## config.mk

```make
export PLATFORM = sky130hd
export DESIGN_NAME = gated_counter16
export DESIGN_NICKNAME = d
export VERILOG_FILES = /design/src/inc/counter16_pkg.sv /design/src/logic/gated_counter16.sv
export SDC_FILE = /design/constraint.sdc
export NUM_CORES = 1
export LEC_CHECK = 0
export ABC_AREA = 1
export BUFFER_PORTS_ARGS = -buffer_cell sky130_fd_sc_hd__buf_2
export CAP_MARGIN = 40
export CORE_ASPECT_RATIO = 0.6
export CORE_MARGIN = 4
export CORE_UTILIZATION = 30
export DETAILED_ROUTE_END_ITERATION = 7
export SETUP_SLACK_MARGIN = 0.05
export SLEW_MARGIN = 30
export SYNTH_ARGS = -nofsm -noshare
export SYNTH_HDL_FRONTEND = slang
export SYNTH_SLANG_ARGS = --single-unit
```

## constraint.sdc

```tcl
create_clock -name aclk -period 2.3 [get_ports aclk]
set_input_delay 0.23 -clock aclk [delete_from_list [all_inputs] [get_ports aclk]]
set_output_delay 0.23 -clock aclk [all_outputs]
set_load 0.02 [all_outputs]
```

## src/inc/counter16_pkg.sv

```systemverilog
package counter16_pkg;
	// Register byte addresses
	localparam logic [4:0] ADDR_TCON  = 5'h00;
	localparam logic [4:0] ADDR_GCON  = 5'h04;
	localparam logic [4:0] ADDR_CNT_L = 5'h08;
	localparam logic [4:0] ADDR_CNT_H = 5'h0c;
	localparam logic [4:0] ADDR_FLAGS = 5'h10;
	localparam logic [4:0] ADDR_IE    = 5'h14;
	localparam logic [4:0] ADDR_CCP   = 5'h18;
	localparam logic [4:0] ADDR_OPT   = 5'h1c;
	// timer_control_reg fields
	localparam int TC_ON   = 0;
	localparam int TC_SYNC = 2;
	localparam int TC_PS   = 4;
	localparam int TC_CS   = 6;
	// gate_control_reg fields
	localparam int GC_SS   = 0;
	localparam int GC_VAL  = 2;
	localparam int GC_GO   = 3;
	localparam int GC_SPM  = 4;
	localparam int GC_TM   = 5;
	localparam int GC_POL  = 6;
	localparam int GC_GE   = 7;
	// Flag, enable and option fields
	localparam int FL_OVF  = 0;
	localparam int FL_GEV  = 1;
	localparam int IE_OVF  = 0;
	localparam int IE_GEV  = 1;
	localparam int IE_PER  = 2;
	localparam int IE_GLB  = 3;
	localparam int OP_SA   = 0;
	localparam int OP_SB   = 1;
	// Clock and gate source codes
	localparam logic [1:0] CS_INSTR = 2'h0;
	localparam logic [1:0] CS_SYS   = 2'h1;
	localparam logic [1:0] CS_PIN   = 2'h2;
	localparam logic [1:0] CS_LF    = 2'h3;
	localparam logic [1:0] GS_PIN   = 2'h0;
	localparam logic [1:0] GS_T0    = 2'h1;
	localparam logic [1:0] GS_CA    = 2'h2;
	localparam logic [1:0] GS_CB    = 2'h3;
	// Divider counts and constant values
	localparam logic [1:0]  INSTR_DIV_LAST = 2'h3;
	localparam logic [7:0]  LF_DIV_LAST    = 8'h1f;
	localparam logic [7:0]  T0_TOP         = 8'hff;
	localparam logic [7:0]  T0_WRAP        = 8'h00;
	localparam logic [15:0] CNT_TOP        = 16'hffff;
	localparam logic [1:0]  RESP_OKAY      = 2'h0;
	localparam logic [1:0]  RESP_SLVERR    = 2'h2;
	typedef enum logic [2:0] {
		SP_IDLE  = 3'b001,
		SP_ARMED = 3'b010,
		SP_WIN   = 3'b100
	} sp_state_t;
endpackage

```

## src/logic/gated_counter16.sv

```systemverilog
// The AXI4-Lite interface to the registers and the address map were chosen for this implementation.
module gated_counter16
	import counter16_pkg::*;
(
	input  wire logic        aclk,
	input  wire logic        aresetn,
	input  wire logic [4:0]  s_axi_awaddr,
	input  wire logic        s_axi_awvalid,
	output logic             s_axi_awready,
	input  wire logic [31:0] s_axi_wdata,
	input  wire logic [3:0]  s_axi_wstrb,
	input  wire logic        s_axi_wvalid,
	output logic             s_axi_wready,
	output logic [1:0]       s_axi_bresp,
	output logic             s_axi_bvalid,
	input  wire logic        s_axi_bready,
	input  wire logic [4:0]  s_axi_araddr,
	input  wire logic        s_axi_arvalid,
	output logic             s_axi_arready,
	output logic [31:0]      s_axi_rdata,
	output logic [1:0]       s_axi_rresp,
	output logic             s_axi_rvalid,
	input  wire logic        s_axi_rready,
	input  wire logic        count_clock,
	input  wire logic        gate_input_pin,
	input  wire logic        comparator_a_output,
	input  wire logic        comparator_b_output,
	input  wire logic [7:0]  companion_timer_count,
	input  wire logic        sleep,
	input  wire logic        capture_event,
	output logic             compare_match,
	output logic             overflow_irq,
	output logic             gate_event_irq,
	output logic             wake_pulse
);
	logic [3:0]  s1_q, s2_q, s3_q, lvl_q;
	logic [1:0]  css_q, ckps_q;
	logic        on_q, sync_dis_q;
	logic        ge_q, pol_q, tm_q, spm_q;
	logic [1:0]  gss_q;
	sp_state_t   sp_q;
	logic        ovf_q, gev_q;
	logic [3:0]  ie_q;
	logic [1:0]  opt_q;
	logic [15:0] cnt_q, ccp_q;
	logic [2:0]  pre_q;
	logic [1:0]  idiv_q;
	logic [7:0]  lfdiv_q;
	logic        ext_pend_q, ca_q, cb_q, t0_prev_q;
	logic [7:0]  t0_last_q;
	logic        gp_q, tff_q, gt_q, glv_q, cmp_q;
	logic [4:0]  awaddr_q;
	logic [31:0] wdata_q;
	logic [3:0]  wstrb_q;
	logic        aw_q, w_q;
	logic        instr_en, lf_en, agree_clk, ext_rise, ext_tick;
	logic        tick, pre_done, inc, cnt_wr, gate_raw, g_pol, g_t;
	logic        gate_ctl, count_en, ovf_evt, gev_evt, do_wr;
	logic [2:0]  pre_mask;
	logic [31:0] rd_d;
	logic        rd_hit;

	// Three-stage pin capture; a level counts once stages two and three agree
	always_ff @(posedge aclk)
	begin
		if (!aresetn)
		begin
			s1_q  <= 4'h0;
			s2_q  <= 4'h0;
			s3_q  <= 4'h0;
			lvl_q <= 4'h0;
		end
		else
		begin
			s1_q  <= {comparator_b_output, comparator_a_output, gate_input_pin, count_clock};
			s2_q  <= s1_q;
			s3_q  <= s2_q;
			lvl_q <= (~(s2_q ^ s3_q) & s3_q) | ((s2_q ^ s3_q) & lvl_q);
		end
	end

	assign agree_clk = ~(s2_q[0] ^ s3_q[0]);
	assign ext_rise  = agree_clk & s3_q[0] & ~lvl_q[0];

	// Instruction-rate and low-frequency enables from dividers
	always_ff @(posedge aclk)
	begin
		if (!aresetn)
		begin
			idiv_q  <= 2'h0;
			lfdiv_q <= 8'h00;
		end
		else
		begin
			idiv_q  <= idiv_q + 2'h1;
			lfdiv_q <= (lfdiv_q == LF_DIV_LAST) ? 8'h00 : lfdiv_q + 8'h01;
		end
	end

	assign instr_en = (idiv_q == INSTR_DIV_LAST);
	assign lf_en    = (lfdiv_q == LF_DIV_LAST);

	// Synchronous mode parks a pin edge until the next phase slot; toggling the
	// mode mid-flight can drop one pending edge
	always_ff @(posedge aclk)
	begin
		if (!aresetn)
			ext_pend_q <= 1'b0;
		else if (sync_dis_q)
			ext_pend_q <= 1'b0;
		else if (ext_rise)
			ext_pend_q <= 1'b1;
		else if (instr_en)
			ext_pend_q <= 1'b0;
	end

	assign ext_tick = sync_dis_q ? ext_rise : (ext_pend_q & instr_en);

	// Count clock source; sleep leaves only the unsynchronised pin path alive
	always_comb
	begin
		unique case (css_q)
			CS_INSTR: tick = instr_en;
			CS_SYS:   tick = 1'b1;
			CS_PIN:   tick = ext_tick;
			CS_LF:    tick = lf_en;
		endcase
		if (sleep && !(css_q == CS_PIN && sync_dis_q))
			tick = 1'b0;
	end

	assign pre_mask = 3'((4'h1 << ckps_q) - 4'h1);
	assign pre_done = (pre_q == pre_mask);

	// Comparator levels re-timed on the count clock when their option is set
	always_ff @(posedge aclk)
	begin
		if (!aresetn)
		begin
			ca_q <= 1'b0;
			cb_q <= 1'b0;
		end
		else if (tick)
		begin
			ca_q <= lvl_q[2];
			cb_q <= lvl_q[3];
		end
	end

	// Companion timer wrap detector
	always_ff @(posedge aclk)
	begin
		if (!aresetn)
		begin
			t0_last_q <= 8'h00;
			t0_prev_q <= 1'b0;
		end
		else
		begin
			t0_last_q <= companion_timer_count;
			t0_prev_q <= 1'b1;
		end
	end

	// Gate source select
	always_comb
	begin
		unique case (gss_q)
			GS_PIN: gate_raw = lvl_q[1];
			GS_T0:  gate_raw = t0_prev_q && t0_last_q == T0_TOP
			                   && companion_timer_count == T0_WRAP;
			GS_CA:  gate_raw = opt_q[OP_SA] ? ca_q : lvl_q[2];
			GS_CB:  gate_raw = opt_q[OP_SB] ? cb_q : lvl_q[3];
		endcase
	end

	assign g_pol = pol_q ? gate_raw : ~gate_raw;
	assign g_t   = tm_q ? tff_q : g_pol;

	// Toggle flip-flop; held clear so the measured edge is known at enable
	always_ff @(posedge aclk)
	begin
		if (!aresetn)
		begin
			gp_q  <= 1'b0;
			tff_q <= 1'b0;
		end
		else
		begin
			gp_q <= g_pol;
			if (!tm_q || !on_q)
				tff_q <= 1'b0;
			else if (g_pol && !gp_q)
				tff_q <= ~tff_q;
		end
	end

	// Single-pulse window follows the (possibly toggled) gate
	assign gate_ctl = spm_q ? (sp_q == SP_WIN) : g_t;
	assign count_en = on_q && (!ge_q || gate_ctl);
	assign cnt_wr   = do_wr && (awaddr_q == ADDR_CNT_L || awaddr_q == ADDR_CNT_H) && wstrb_q[0];
	assign inc      = count_en && tick && pre_done && !cnt_wr;
	assign ovf_evt  = inc && (cnt_q == CNT_TOP);
	assign gev_evt  = glv_q && !gate_ctl;
	assign do_wr    = aw_q && w_q && !s_axi_bvalid;

	// Prescaler; a count byte write restarts it
	always_ff @(posedge aclk)
	begin
		if (!aresetn)
			pre_q <= 3'h0;
		else if (cnt_wr || !on_q)
			pre_q <= 3'h0;
		else if (tick && count_en)
			pre_q <= pre_done ? 3'h0 : pre_q + 3'h1;
	end

	// Counter; a byte write wins over an increment in the same cycle
	always_ff @(posedge aclk)
	begin
		if (!aresetn)
			cnt_q <= 16'h0000;
		else if (cnt_wr)
		begin
			if (awaddr_q == ADDR_CNT_L)
				cnt_q[7:0] <= wdata_q[7:0];
			else
				cnt_q[15:8] <= wdata_q[7:0];
		end
		else if (inc)
			cnt_q <= cnt_q + 16'h0001;
	end

	// Gate history for edge detection
	always_ff @(posedge aclk)
	begin
		if (!aresetn)
		begin
			gt_q  <= 1'b0;
			glv_q <= 1'b0;
		end
		else
		begin
			gt_q  <= g_t;
			glv_q <= gate_ctl;
		end
	end

	// Single-pulse sequencer; software writes to go override hardware
	always_ff @(posedge aclk)
	begin
		if (!aresetn)
			sp_q <= SP_IDLE;
		else if (do_wr && awaddr_q == ADDR_GCON && wstrb_q[0])
		begin
			if (!wdata_q[GC_GO])
				sp_q <= SP_IDLE;
			else if (sp_q == SP_IDLE)
				sp_q <= SP_ARMED;
		end
		else if (spm_q)
		begin
			unique case (sp_q)
				SP_IDLE:  sp_q <= SP_IDLE;
				SP_ARMED: if (g_t && !gt_q) sp_q <= SP_WIN;
				SP_WIN:   if (!g_t && gt_q) sp_q <= SP_IDLE;
				default:  sp_q <= SP_IDLE;
			endcase
		end
	end

	// Sticky flags; an event in the clearing cycle is kept
	always_ff @(posedge aclk)
	begin
		if (!aresetn)
		begin
			ovf_q <= 1'b0;
			gev_q <= 1'b0;
		end
		else
		begin
			if (ovf_evt)
				ovf_q <= 1'b1;
			else if (do_wr && awaddr_q == ADDR_FLAGS && wstrb_q[0] && wdata_q[FL_OVF])
				ovf_q <= 1'b0;
			if (gev_evt)
				gev_q <= 1'b1;
			else if (do_wr && awaddr_q == ADDR_FLAGS && wstrb_q[0] && wdata_q[FL_GEV])
				gev_q <= 1'b0;
		end
	end

	assign overflow_irq   = ovf_q && on_q && ie_q[IE_OVF] && ie_q[IE_PER] && ie_q[IE_GLB];
	assign gate_event_irq = gev_q && ie_q[IE_GEV] && ie_q[IE_PER] && ie_q[IE_GLB];

	// Wake pulse registered; compare level registered for the match edge
	always_ff @(posedge aclk)
	begin
		if (!aresetn)
		begin
			wake_pulse <= 1'b0;
			cmp_q      <= 1'b0;
		end
		else
		begin
			wake_pulse <= sleep && ovf_evt && ie_q[IE_OVF] && ie_q[IE_PER];
			cmp_q      <= (cnt_q == ccp_q);
		end
	end

	// Match fires once on entry, not for every cycle the count rests there
	assign compare_match = (cnt_q == ccp_q) && !cmp_q;

	// Control registers and capture pair
	always_ff @(posedge aclk)
	begin
		if (!aresetn)
		begin
			{css_q, ckps_q, sync_dis_q, on_q} <= 6'h00;
			{ge_q, pol_q, tm_q, spm_q}        <= 4'h0;
			gss_q <= 2'h0;
			ie_q  <= 4'h0;
			opt_q <= 2'h0;
			ccp_q <= 16'h0000;
		end
		else
		begin
			if (capture_event)
				ccp_q <= cnt_q;
			else if (do_wr && awaddr_q == ADDR_CCP)
			begin
				if (wstrb_q[0])
					ccp_q[7:0] <= wdata_q[7:0];
				if (wstrb_q[1])
					ccp_q[15:8] <= wdata_q[15:8];
			end
			if (do_wr && wstrb_q[0])
			begin
				unique case (awaddr_q)
					ADDR_TCON:
					begin
						css_q      <= wdata_q[TC_CS +: 2];
						ckps_q     <= wdata_q[TC_PS +: 2];
						sync_dis_q <= wdata_q[TC_SYNC];
						on_q       <= wdata_q[TC_ON];
					end
					ADDR_GCON:
					begin
						ge_q  <= wdata_q[GC_GE];
						pol_q <= wdata_q[GC_POL];
						tm_q  <= wdata_q[GC_TM];
						spm_q <= wdata_q[GC_SPM];
						gss_q <= wdata_q[GC_SS +: 2];
					end
					ADDR_IE:  ie_q  <= wdata_q[3:0];
					ADDR_OPT: opt_q <= wdata_q[1:0];
					default:  ;
				endcase
			end
		end
	end

	// Write channel: address and data taken in either order, then one response
	assign s_axi_awready = !aw_q && !s_axi_bvalid;
	assign s_axi_wready  = !w_q && !s_axi_bvalid;

	always_ff @(posedge aclk)
	begin
		if (!aresetn)
		begin
			aw_q         <= 1'b0;
			w_q          <= 1'b0;
			awaddr_q     <= 5'h00;
			wdata_q      <= 32'h0;
			wstrb_q      <= 4'h0;
			s_axi_bvalid <= 1'b0;
			s_axi_bresp  <= RESP_OKAY;
		end
		else
		begin
			if (s_axi_awvalid && s_axi_awready)
			begin
				aw_q     <= 1'b1;
				awaddr_q <= {s_axi_awaddr[4:2], 2'b00};
			end
			if (s_axi_wvalid && s_axi_wready)
			begin
				w_q     <= 1'b1;
				wdata_q <= s_axi_wdata;
				wstrb_q <= s_axi_wstrb;
			end
			if (do_wr)
			begin
				aw_q         <= 1'b0;
				w_q          <= 1'b0;
				s_axi_bvalid <= 1'b1;
				s_axi_bresp  <= (awaddr_q == ADDR_FLAGS || awaddr_q[4:3] != 2'h3 || awaddr_q == ADDR_CCP
				                 || awaddr_q == ADDR_OPT) ? RESP_OKAY : RESP_SLVERR;
			end
			else if (s_axi_bready)
				s_axi_bvalid <= 1'b0;
		end
	end

	// Read mux; all state is in the bus clock so a byte read is never torn
	always_comb
	begin
		rd_d   = 32'h0;
		rd_hit = 1'b1;
		unique case ({s_axi_araddr[4:2], 2'b00})
			ADDR_TCON:  rd_d[7:0] = {css_q, ckps_q, 1'b0, sync_dis_q, 1'b0, on_q};
			ADDR_GCON:  rd_d[7:0] = {ge_q, pol_q, tm_q, spm_q, sp_q != SP_IDLE, gate_ctl, gss_q};
			ADDR_CNT_L: rd_d[7:0] = cnt_q[7:0];
			ADDR_CNT_H: rd_d[7:0] = cnt_q[15:8];
			ADDR_FLAGS: rd_d[1:0] = {gev_q, ovf_q};
			ADDR_IE:    rd_d[3:0] = ie_q;
			ADDR_CCP:   rd_d[15:0] = ccp_q;
			ADDR_OPT:   rd_d[1:0] = opt_q;
			default:    rd_hit = 1'b0;
		endcase
	end

	assign s_axi_arready = !s_axi_rvalid;

	// Read channel: one read in flight, answered one cycle after it is taken
	always_ff @(posedge aclk)
	begin
		if (!aresetn)
		begin
			s_axi_rvalid <= 1'b0;
			s_axi_rdata  <= 32'h0;
			s_axi_rresp  <= RESP_OKAY;
		end
		else if (s_axi_arvalid && s_axi_arready)
		begin
			s_axi_rvalid <= 1'b1;
			s_axi_rdata  <= rd_d;
			s_axi_rresp  <= rd_hit ? RESP_OKAY : RESP_SLVERR;
		end
		else if (s_axi_rready)
			s_axi_rvalid <= 1'b0;
	end
endmodule // gated_counter16

```

After elaboration in Yosys (flattened, before gate mapping) --
Cells that the tools add are included. W data, S select, Z words.
Cells by class: add/sub/neg operators 5, equality and inequality tests 36, shifts and indexed selects 1, muxes and demuxes 41, bitwise operators 14, reductions and logical operators 91
Operator list (count):
- $mux W16 | 4
- $logic_and A1 B1 Y1 | 41
- $mux W8 | 5
- $eq A3 B3 Y1 const B | 9
- $mux W3 | 7
- $pmux W4 S5 | 1
- $reduce_bool A2 Y1 | 10
- $mux W1 | 18
- $add A16 B1 Y16 const B | 1
- $eq A16 B16 Y1 | 1
- $eq A16 B16 Y1 const B | 1
- $pmux W2 S8 | 1
- $reduce_and A2 Y1 | 8
- $eq A3 B2 Y1 const B | 5
- $logic_not A1 Y1 | 14
- $pmux W2 S6 | 1
- $eq A2 B2 Y1 const B | 5
- $reduce_or A2 Y1 | 5
- $eq A3 B1 Y1 const B | 3
- $add A8 B1 Y8 const B | 1
- $and A4 B4 Y4 | 2
- $eq A8 B5 Y1 const B | 1
- $eq A8 B8 Y1 const B | 1
- $logic_not A8 Y1 | 1
- 25 further kinds | 42
Word-level totals: register bits after elaboration 145, input port bits 67, output and inout bits 45, logic and storage cells 233

Logic depth before layout (Yosys ltp) --
Gate-level depths: netlist of run 1.
depth after elaboration 17, gate-level depth with buffers 17

Least setup slack after synthesis of run 1 --
No wires, ideal clock.
kind register -> register, start point reg lfdiv_q[0], end point reg cnt_q[5], library setup time 0.113 ns, arrival 1.714 ns, data required time 2.187 ns, setup slack 0.473 ns, stages on the path, launching flop included 16, buffers on the path 1, cell sequence dfxtp_1 -> ha_1 -> nand2_1 -> inv_1 -> nand2_1 -> nor2_1 -> nand3_1 -> o2111ai_1 -> nand2_1 -> nor2_1 -> nand4_2 -> nand2_1 -> buf_4 -> nand2_1 -> nand2_1 -> nor2_1
Between the ends: longest elaborated chain between the ends 8
Ends and longest elaborated chain:
- start: declaration | RTL line gated_counter16.sv:48 | logic [7:0] lfdiv_q;
- start signal: assignment | RTL line gated_counter16.sv:96 | lfdiv_q <= (lfdiv_q == LF_DIV_LAST) ? 8'h00 : lfdiv_q + 8'h01;
- $eq A8 B5 Y1 | RTL line gated_counter16.sv:101 | assign lf_en = (lfdiv_q == LF_DIV_LAST);
- $pmux W1 S4 | RTL line gated_counter16.sv:122 | unique case (css_q)
- $mux W1 | RTL line gated_counter16.sv:128 | if (sleep && !(css_q == CS_PIN && sync_dis_q))
- $logic_and A1 B1 Y1 (3 in a row) | RTL line gated_counter16.sv:202 | assign inc = count_en && tick && pre_done && !cnt_wr;
- $reduce_bool A2 Y1 (no source line)
- $reduce_and A2 Y1 (no source line)
- end signal: assignment | RTL line gated_counter16.sv:226 | cnt_q[7:0] <= wdata_q[7:0];
- end signal: assignment | RTL line gated_counter16.sv:231 | cnt_q <= cnt_q + 16'h0001;
- end: declaration | RTL line gated_counter16.sv:45 | logic [15:0] cnt_q, ccp_q;
No other way between the ends. A chain may end at the register's enable or synchronous reset.

Worst setup path in the final report of run 1 --
start point reg cnt_q[1], end point out compare_match
Between the ends: longest elaborated chain between the ends 2
Ends and longest elaborated chain:
- $eq A16 B16 Y1 | RTL line gated_counter16.sv:312 | assign compare_match = (cnt_q == ccp_q) && !cmp_q;
- $logic_and A1 B1 Y1 | RTL line gated_counter16.sv:312
- end: declaration | RTL line gated_counter16.sv:31 | output logic compare_match,
No other way between the ends.

==> results of run 1 <==
power by group through the flow:
stage	sequential (uW)	combinational, uW	clock, uW
2_1_floorplan	2720	325	0
3_3_place_gp	2720	478	0
3_5_place_dp	2720	484	0
4_1_cts	2670	504	3000
5_1_grt	2680	572	3110
6_report	2670	512	2950
state kept, by name, summed over array words and instances (netlist names), 2 cells and up, named ones only:
signal and cells:
wdata_q 16, opt_q 2, t0_last_q 8, s3_q 4, css_q 2, pre_q 3, awaddr_q 3, ie_q 4
sp_q 3, lfdiv_q 8, cnt_q 16, ckps_q 2, s2_q 4, gss_q 2, s_axi_rdata 16, idiv_q 2
wstrb_q 2, s1_q 4, ccp_q 16
cell usage after synthesis, types with 11 or more instances:
master    count
nor3_1       17
buf_4        23
nand2_1     188
dfxtp_1     144
a21oi_1      80
nor2_1      100
o21ai_0      95
nand3_1      35
clkbuf_1     19
xor2_1       11
inv_1       108
a31oi_1      19
kinds of logic after synthesis:
family	Yosys count	share of synthesized area
buffers and inverters	163	0.106
other	1	0.000566
adders and majority gates	5	0.00944
and+or+nand+nor	367	0.236
AOI/OAI and AO/OA	225	0.186
xor gates and xnor gates	21	0.0277
DFF	144	0.435
worst max path at each step:
stage | end | startpoint | cells after the start
detailed placement | wake_pulse | cnt_q[0] | 9
global route | compare_match | cnt_q[1] | 7
CTS | compare_match | ccp_q[3] | 6
global placement | wake_pulse | cnt_q[0] | 9
finish | compare_match | cnt_q[1] | 7
floorplan | cnt_q[5] | lfdiv_q[0] | 15
routing by layer:
layer  vias up  global-route usage
met5         -                   0
met4         4              0.0445
met3        23              0.0550
met2       243               0.210
met1      2822               0.239
li1       3173                   -
timing repair:
item                                    CTS  global route
pin swaps                                 2             3
endpoints found under the hold margin     8             0
resized for setup                         9            21
endpoints found under the setup margin    2            24
hold buffers                              8             0
setup buffers                             0             3
metrics by stage:
stage	cells	TNS (ps)	hold slack [ps]	util
floorplan	944	0	258	-
global placement	1264	0	393	0.343
detailed placement	1264	0	399	0.343
CTS	1303	0	2.08	0.377
global route	1306	-64.7	23.8	0.382
finish	1307	-7.91	13.6	0.382
area by class of cell:
type / instances / area, um^2
fill: 2224 / 13200
multi-input combinational: 637 / 3200
sequential: 144 / 2890
timing repair buffer: 104 / 673
clock buffer: 19 / 443
inverter: 111 / 417
tap: 279 / 349
clock inverter: 12 / 183
antenna: 1 / 2.50
worst max-delay path: stages, from the launching register on:
cell and delay, ps:
dfxtp_2 320, buf_6 120, or2_4 230, a21oi_4 170, nand3_2 80, or4_4 520, nor2_4 100, buf_6 120
==> results.py, run 1 <==
metrics = {
    "power_and_ir_drop": {
        "fin_total_pwr_uw": 6130,
        "p_sw_uw": 1510,
        "power_frac_clock": 0.481,
        "p_comb_frac": 0.084,
        "p_sw_frac": 0.247,
        "p_leak_uw": 0.00350,
        "power_frac_seq": 0.436,
        "p_int_uw": 4610,
        "p_per_area_nw_per_um2": 751,
        "ir_worst_vdd_uv": 455,
    },
    "floorplan": {
        "dieWidth_um": 200,
        "io-pin-count": 112,
        "die_h_um": 123,
        "initial_utilization": 0.311,
        "row_count": 41,
        "die_area_um2": 24600,
        "placeableCoreArea_um2": 21300,
    },
    "sta": {
        "finalHoldViolCount": 0,
        "worst_slack_ps": -7.91,
        "setup_viol": 1,
        "worstMarginPinSlew_ps": 539,
        "finalCritPeriodShare": 1.00,
        "rsz0062_at_grt": "yes",
        "slew_headroom": 0.637,
        "slew_violations": 0,
        "fmax_ghz": 0.433,
        "period_needed_ps": 2310,
        "finClkSkew_ps": 12.8,
    },
    "hold_path": {
        "worstHoldPathCells": 3,
        "worst_hold_path.endpoint": "t0_last_q[1]",
        "min-delay-start": "companion_timer_count[1]",
        "min_path_type": "input pin to flop",
    },
    "logic_synthesis": {
        "yosysWarnings": 0,
        "synthTopCellsByArea": "dfxtp_1 (43%), nand2_1 (11%), o21ai_0 (7.2%)",
        "synth_top_area_share": 0.435,
        "ys_seq_area_frac": 0.435,
        "synth_async_sr_flop_share": 0,
        "syn_area_um2": 6630,
        "postSynthCellCount": 926,
        "synthDistinctLibCells": 49,
        "synth-main-ff-cell": "dfxtp_1",
        "ys_seq_elements": 144,
        "synth-edff-count": 0,
        "synth_largest_area_cell": "dfxtp_1",
        "postSynthAreaPerCell_um2": 7.16,
    },
    "finish": {
        "final_area_um2": 8160,
        "mostFrequentLayoutCells": "nand2_1 (185), dfxtp_1 (141), inv_1 (108), nor2_1 (96), o21ai_0 (95)",
        "syn2layout_area_growth_pct": 23.0,
        "layout.nets": 1087,
        "drive_gt1_frac": 0.160,
        "layout_commonest_cell": "nand2_1",
    },
    "setup_path": {
        "setup.worst_path.start_class": "flop",
        "cp-end-kind": "output port",
        "reg2reg_slack_ps": 190,
        "reg2reg_depth": 14,
        "cp.arrival_ps": 2080,
        "reg2reg_to": "cnt_q[15]",
        "path_class": "flop to output port",
        "r2r-start": "cnt_q[1]",
        "crit_path_max_fanout": 5,
        "crit_required_ps": 2070,
    },
    "global_routing": {
        "track_usage": 0.158,
        "grt_max_degree": 115,
        "grt_pass1_wl_um": 30100,
        "antenna_found_initial": 2,
        "grt_pass1_vias": 5534,
        "grt_overflow": 0,
    },
    "drt": {
        "drc": 0,
        "dr_wl_met3_um": 1940,
        "via_per_inst": 4.79,
        "drt-total-wl_um": 19500,
        "first_iter_violations": 443,
        "wl_per_cell_um": 14.9,
        "drt_first_pass_iters": 5,
        "dr_wl_met2_um": 7580,
        "routed.top_layer": "met5",
        "via_count": 6265,
        "ant_nets": 0,
        "drt-met1-wl_um": 9690,
    },
    "outcome": {
        "status": "finished, violations left",
        "violations": "setup timing",
    },
    "clock_network": {
        "clk-insertion-delay-late_ps": 420,
        "cts_tree": "yes",
        "cts_buffers": 17,
        "clock_sinks": 144,
        "h-tree-depth": 4,
        "clock-root-buffer": "clkbuf_16",
        "cts_buffer_depth": 2,
        "clk_pin_slew_worst_paths_ps": 60,
    },
    "placed_design": {
        "dp_hpwl_um": 14400,
        "portBuffers": 70,
        "placed_area_um2": 7310,
        "gp_congestion": 0.897,
        "post-place-ws_ps": 57.4,
    },
    "run": {
        "maxCapViolCount": 0,
    },
}
(Power assumes the default switching activity.)
==> inputs of run 2 (changes only) <==
Settings changed: BUFFER_PORTS_ARGS -buffer_cell sky130_fd_sc_hd__buf_2 to -buffer_cell sky130_fd_sc_hd__buf_4.
Clock period 2.3 ns to 2.5 ns, I/O delays scaled along.
==> results.py, run 2 (same netlist as run 1, synthesis figures left out) <==
metrics = {
    "outcome": {
        "status": "completed",
    },
    "clock_network": {
        "clock_sinks": 144,
        "clk-insertion-delay-late_ps": 430,
        "h-tree-depth": 4,
        "cts_tree": "yes",
        "cts_buffers": 17,
        "clk_pin_slew_worst_paths_ps": 60,
        "clock-root-buffer": "clkbuf_16",
        "cts_buffer_depth": 2,
    },
    "global_routing": {
        "grt_pass1_vias": 5407,
        "grt_pass1_wl_um": 30000,
        "antenna_found_initial": 0,
        "track_usage": 0.157,
        "grt_max_degree": 71,
        "grt_overflow": 0,
    },
    "drt": {
        "drt_first_pass_iters": 5,
        "via_count": 6235,
        "via_per_inst": 4.81,
        "drc": 0,
        "ant_nets": 0,
        "first_iter_violations": 516,
        "wl_per_cell_um": 14.9,
        "drt-total-wl_um": 19300,
    },
    "finish": {
        "multi_input_area_um2": 3130,
        "fin_util": 0.379,
        "drive_gt1_frac": 0.141,
        "register_area_um2": 2880,
        "mostFrequentLayoutCells": "nand2_1 (188), dfxtp_1 (143), inv_1 (108), nor2_1 (100), o21ai_0 (95)",
        "layout.nets": 1077,
        "final_cells": 1296,
        "layout_commonest_cell": "nand2_1",
        "syn2layout_area_growth_pct": 22.0,
        "diodes": 0,
        "final.fill_count": 2239,
    },
    "power_and_ir_drop": {
        "p_per_area_nw_per_um2": 678,
        "p_leak_uw": 0.00345,
        "fin_total_pwr_uw": 5480,
        "ir_worst_vdd_uv": 488,
    },
    "run": {
        "maxCapViolCount": 0,
    },
    "sta": {
        "period_needed_ps": 2370,
        "worstMarginPinSlew_ps": 751,
        "finalHoldViolCount": 0,
        "finalCritPeriodShare": 0.949,
        "finClkSkew_ps": 10.8,
        "fmax_ghz": 0.422,
        "setup_viol": 0,
        "slew_violations": 0,
        "rsz0062_at_grt": "no",
        "slew_headroom": 0.498,
        "worst_slack_ps": 128,
        "tns_ps": 0,
    },
    "placed_design": {
        "portBuffers": 70,
        "post-place-ws_ps": 292,
        "placed_cells": 1261,
        "gp_congestion": 0.917,
        "dp_hpwl_um": 14300,
    },
    "setup_path": {
        "r2r-start": "cnt_q[0]",
        "crit_required_ps": 2250,
        "reg2reg_slack_ps": 250,
        "path_class": "flop to output port",
        "reg2reg_to": "wake_pulse",
        "cp-end-kind": "output port",
        "reg2reg_depth": 9,
        "cp.arrival_ps": 2120,
        "setup.worst_path.start_class": "flop",
        "crit_path_max_fanout": 6,
    },
    "hold_path": {
        "min-delay-start": "companion_timer_count[5]",
        "worst_hold_path.endpoint": "t0_last_q[5]",
        "worstHoldPathCells": 3,
        "min_path_type": "input pin to flop",
    },
    "floorplan": {
        "die_h_um": 123,
        "initial_utilization": 0.311,
        "dieWidth_um": 200,
        "placeableCoreArea_um2": 21300,
        "io-pin-count": 112,
        "die_area_um2": 24600,
        "row_count": 41,
    },
}
==> run 2: cell types whose count changed in the layout (fill, tap and decap cells not counted), sizes merged <==
cell and delta:
bufinv -2, inv +3, clkbuf -1, diode -1, buf -6, dlygate4sd3 -4
==> run 2: through the flow <==
step                hold WS [ps]  cell area, um^2
finish                      10.9             8090
global route                4.47             8090
CTS                        0.931             8080
detailed placement           398             7450
global placement             395             7450
floorplan                    278             6700
==> run 2: layout make-up <==
cell class | instances | area share
flip-flops and latches | 144 | 0.356
clock inverters | 13 | 0.0189
repair buffers | 94 | 0.0900
inverters | 111 | 0.0515
well taps | 279 | 0.0431
clock buffers | 18 | 0.0530
multi-input cells | 637 | 0.387
==> run 2: what timing repair did <==
action / 4_1_cts / 5_1_grt
setup endpoints to repair: 1 / 2
setup buffers: 0 / 0
gates resized for setup: 1 / 4
hold buffers: 4 / 0
endpoints found under the hold margin: 4 / 0
==> run 2: worst max path at each step <==
stage | from | slack [ps] | endpoint | cells past startpoint
2_1_floorplan | lfdiv_q[0] | 670 | cnt_q[5] | 15
3_3_place_gp | cnt_q[0] | 290 | wake_pulse | 9
3_5_place_dp | cnt_q[0] | 290 | wake_pulse | 9
4_1_cts | cnt_q[1] | 60 | compare_match | 7
5_1_grt | cnt_q[1] | 50 | compare_match | 7
6_report | cnt_q[1] | 130 | compare_match | 7
==> run 2: worst max-delay path, cell delays in order, from the launching register on <==
cell	delay, ps
dfxtp_1	310
buf_4	150
or2_2	300
a21oi_4	160
nand3_1	90
or4_4	440
nor2_1	110
buf_4	150
==> run 2: power breakdown <==
part / leakage [uW] / internal (uW) / switching (uW)
combinational: 0.00200 / 173 / 314
clock: 0.000274 / 1480 / 1060
sequential: 0.00118 / 2390 / 62.3
total: 0.00345 / 4050 / 1430
==> run 2: per-layer routing <==
metal	vias up	track usage	wire length, um
met5	-	0	0
met4	0	0.0373	168
met3	16	0.0558	1890
met2	216	0.203	7510
met1	2852	0.242	9730
li1	3151	-	-
==> inputs of run 3 (changes only) <==
--- a/constraint.sdc
+++ b/constraint.sdc
@@ -3,2 +3,2 @@
 set_output_delay 0.25 -clock aclk [all_outputs]
-set_load 0.02 [all_outputs]
+set_load 0.1 [all_outputs]
==> results.py, run 3 (same netlist as run 1, synthesis figures left out) <==
metrics = {
    "outcome": {
        "status": "completed",
    },
    "setup_path": {
        "crit_path_max_fanout": 7,
        "slowest_delay_ps": 530,
        "cp.arrival_ps": 2160,
        "crit_buf_inv": 1,
        "cp-end-kind": "output port",
        "crit_path_cell_trace": "or2_4 > a21oi_4 > nand3_2 > or4_4 > nor2_4 > buf_12",
        "crit_required_ps": 2250,
        "setup.worst_path.start_class": "flop",
        "cp_slowest_cell": "or4_4",
        "crit_start": "cnt_q[1]",
        "path_class": "flop to output port",
        "r2r-start": "lfdiv_q[0]",
        "critPathTopFamily": "simple AND/OR/NAND/NOR gates",
    },
    "placed_design": {
        "gp_congestion": 0.893,
        "placed_area_um2": 7450,
        "portBuffers": 70,
        "placed_cells": 1259,
        "dp_hpwl_um": 14200,
    },
    "power_and_ir_drop": {
        "ir_worst_vdd_uv": 522,
        "power_frac_clock": 0.453,
        "p_sw_frac": 0.282,
        "fin_total_pwr_uw": 5810,
        "p_int_uw": 4170,
        "power_frac_seq": 0.423,
        "p_per_area_nw_per_um2": 709,
        "p_leak_uw": 0.00348,
        "p_sw_uw": 1640,
        "p_comb_frac": 0.124,
    },
    "sta": {
        "finalHoldViolCount": 0,
        "period_needed_ps": 2410,
        "finalCritPeriodShare": 0.965,
        "rsz0062_at_grt": "no",
        "tns_ps": 0,
        "finClkSkew_ps": 11.0,
        "slew_violations": 0,
        "fmax_ghz": 0.414,
        "setup_viol": 0,
        "worstMarginPinSlew_ps": 773,
        "fin_hold_ws_ps": 14.5,
        "slew_headroom": 0.484,
    },
    "clock_network": {
        "clk-insertion-delay-late_ps": 430,
        "clk_pin_slew_worst_paths_ps": 60,
        "cts_buffers": 17,
        "cts_tree": "yes",
        "clock_sinks": 144,
        "h-tree-depth": 4,
        "clock-root-buffer": "clkbuf_16",
        "cts_buffer_depth": 2,
    },
    "global_routing": {
        "grt_overflow": 0,
        "grt_max_degree": 115,
        "grt_pass1_vias": 5566,
        "track_usage": 0.161,
        "antenna_found_initial": 0,
        "grt_pass1_wl_um": 30600,
    },
    "finish": {
        "drive_gt1_frac": 0.154,
        "syn2layout_area_growth_pct": 23.6,
        "final_area_um2": 8190,
        "layout_commonest_cell": "nand2_1",
        "diodes": 0,
        "mostFrequentLayoutCells": "nand2_1 (188), dfxtp_1 (139), inv_1 (106), nor2_1 (96), o21ai_0 (95)",
        "register_area_um2": 2890,
        "final_cells": 1297,
        "multi_input_area_um2": 3170,
        "layout.nets": 1078,
        "final.fill_count": 2236,
    },
    "hold_path": {
        "min-delay-start": "companion_timer_count[2]",
        "min_path_type": "input pin to flop",
    },
    "drt": {
        "via_count": 6252,
        "drt-total-wl_um": 19400,
        "drc": 0,
        "first_iter_violations": 670,
        "drt_first_pass_iters": 5,
        "wl_per_cell_um": 14.9,
        "ant_nets": 0,
        "via_per_inst": 4.82,
    },
    "floorplan": {
        "die_area_um2": 24600,
        "die_h_um": 123,
        "row_count": 41,
        "io-pin-count": 112,
        "dieWidth_um": 200,
        "initial_utilization": 0.311,
        "placeableCoreArea_um2": 21300,
    },
    "run": {
        "maxCapViolCount": 0,
    },
}
[run 3: layer usage]
metal,GRT usage,share of wire
met1,0.259,0.52
met2,0.200,0.37
met3,0.0408,0.092
met4,0.0526,0.013
met5,0,0
[run 3: worst reg2reg max path: stages, from the launching register on]
cell and delay, ps:
dfxtp_1 360, ha_1 180, nand2_1 60, inv_1 90, nand2_1 90, nor2_1 160
nand3_1 90, o2111ai_1 80, nand2_1 110, nor2_2 200, nand4_2 160, nand2_1 160
buf_4 180, nand2_1 70, nand2_1 60, nor2_1 40
[run 3: layout make-up]
cell class / count / share of cell area
Clock buffer: 19 / 0.0541
Clock inverter: 12 / 0.0195
Inverter: 111 / 0.0513
Multi-Input combinational cell: 637 / 0.387
Sequential cell: 144 / 0.353
Tap cell: 279 / 0.0426
Timing Repair Buffer: 95 / 0.0932
[run 3: final timing paths]
path | to | slack [ps] | cells after the start
setup / recovery | compare_match | 90 | 6
hold / removal | t0_last_q[2] | 10 | 3
setup reg to reg | cnt_q[1] | 310 | 15
hold reg to reg | s2_q[3] | 410 | 2
[run 3: what timing repair did]
item                                    4_1_cts  5_1_grt
endpoints found under the setup margin        1       22
hold endpoints to repair                      4        0
hold buffers                                  4        0
buffers inserted                              0        2
pin swaps                                     0        3
gates resized for setup                       7       13
[run 3: per-stage QoR]
stage / utilization / setup WS, ps
after floorplan: - / 155
after global placement: 0.349 / 357
after detailed placement: 0.349 / 260
after CTS: 0.380 / 54.3
after global routing: 0.384 / 39.8
final: 0.384 / 87.4
[run 3: power by group through the flow]
| stage | combinational [uW] | sequential, uW | clock, uW |
|---|---|---|---|
| final | 718 | 2460 | 2630 |
| after global routing | 773 | 2470 | 2770 |
| after CTS | 706 | 2460 | 2680 |
| after detailed placement | 693 | 2510 | 0 |
| after global placement | 689 | 2510 | 0 |
| after floorplan | 441 | 2590 | 0 |
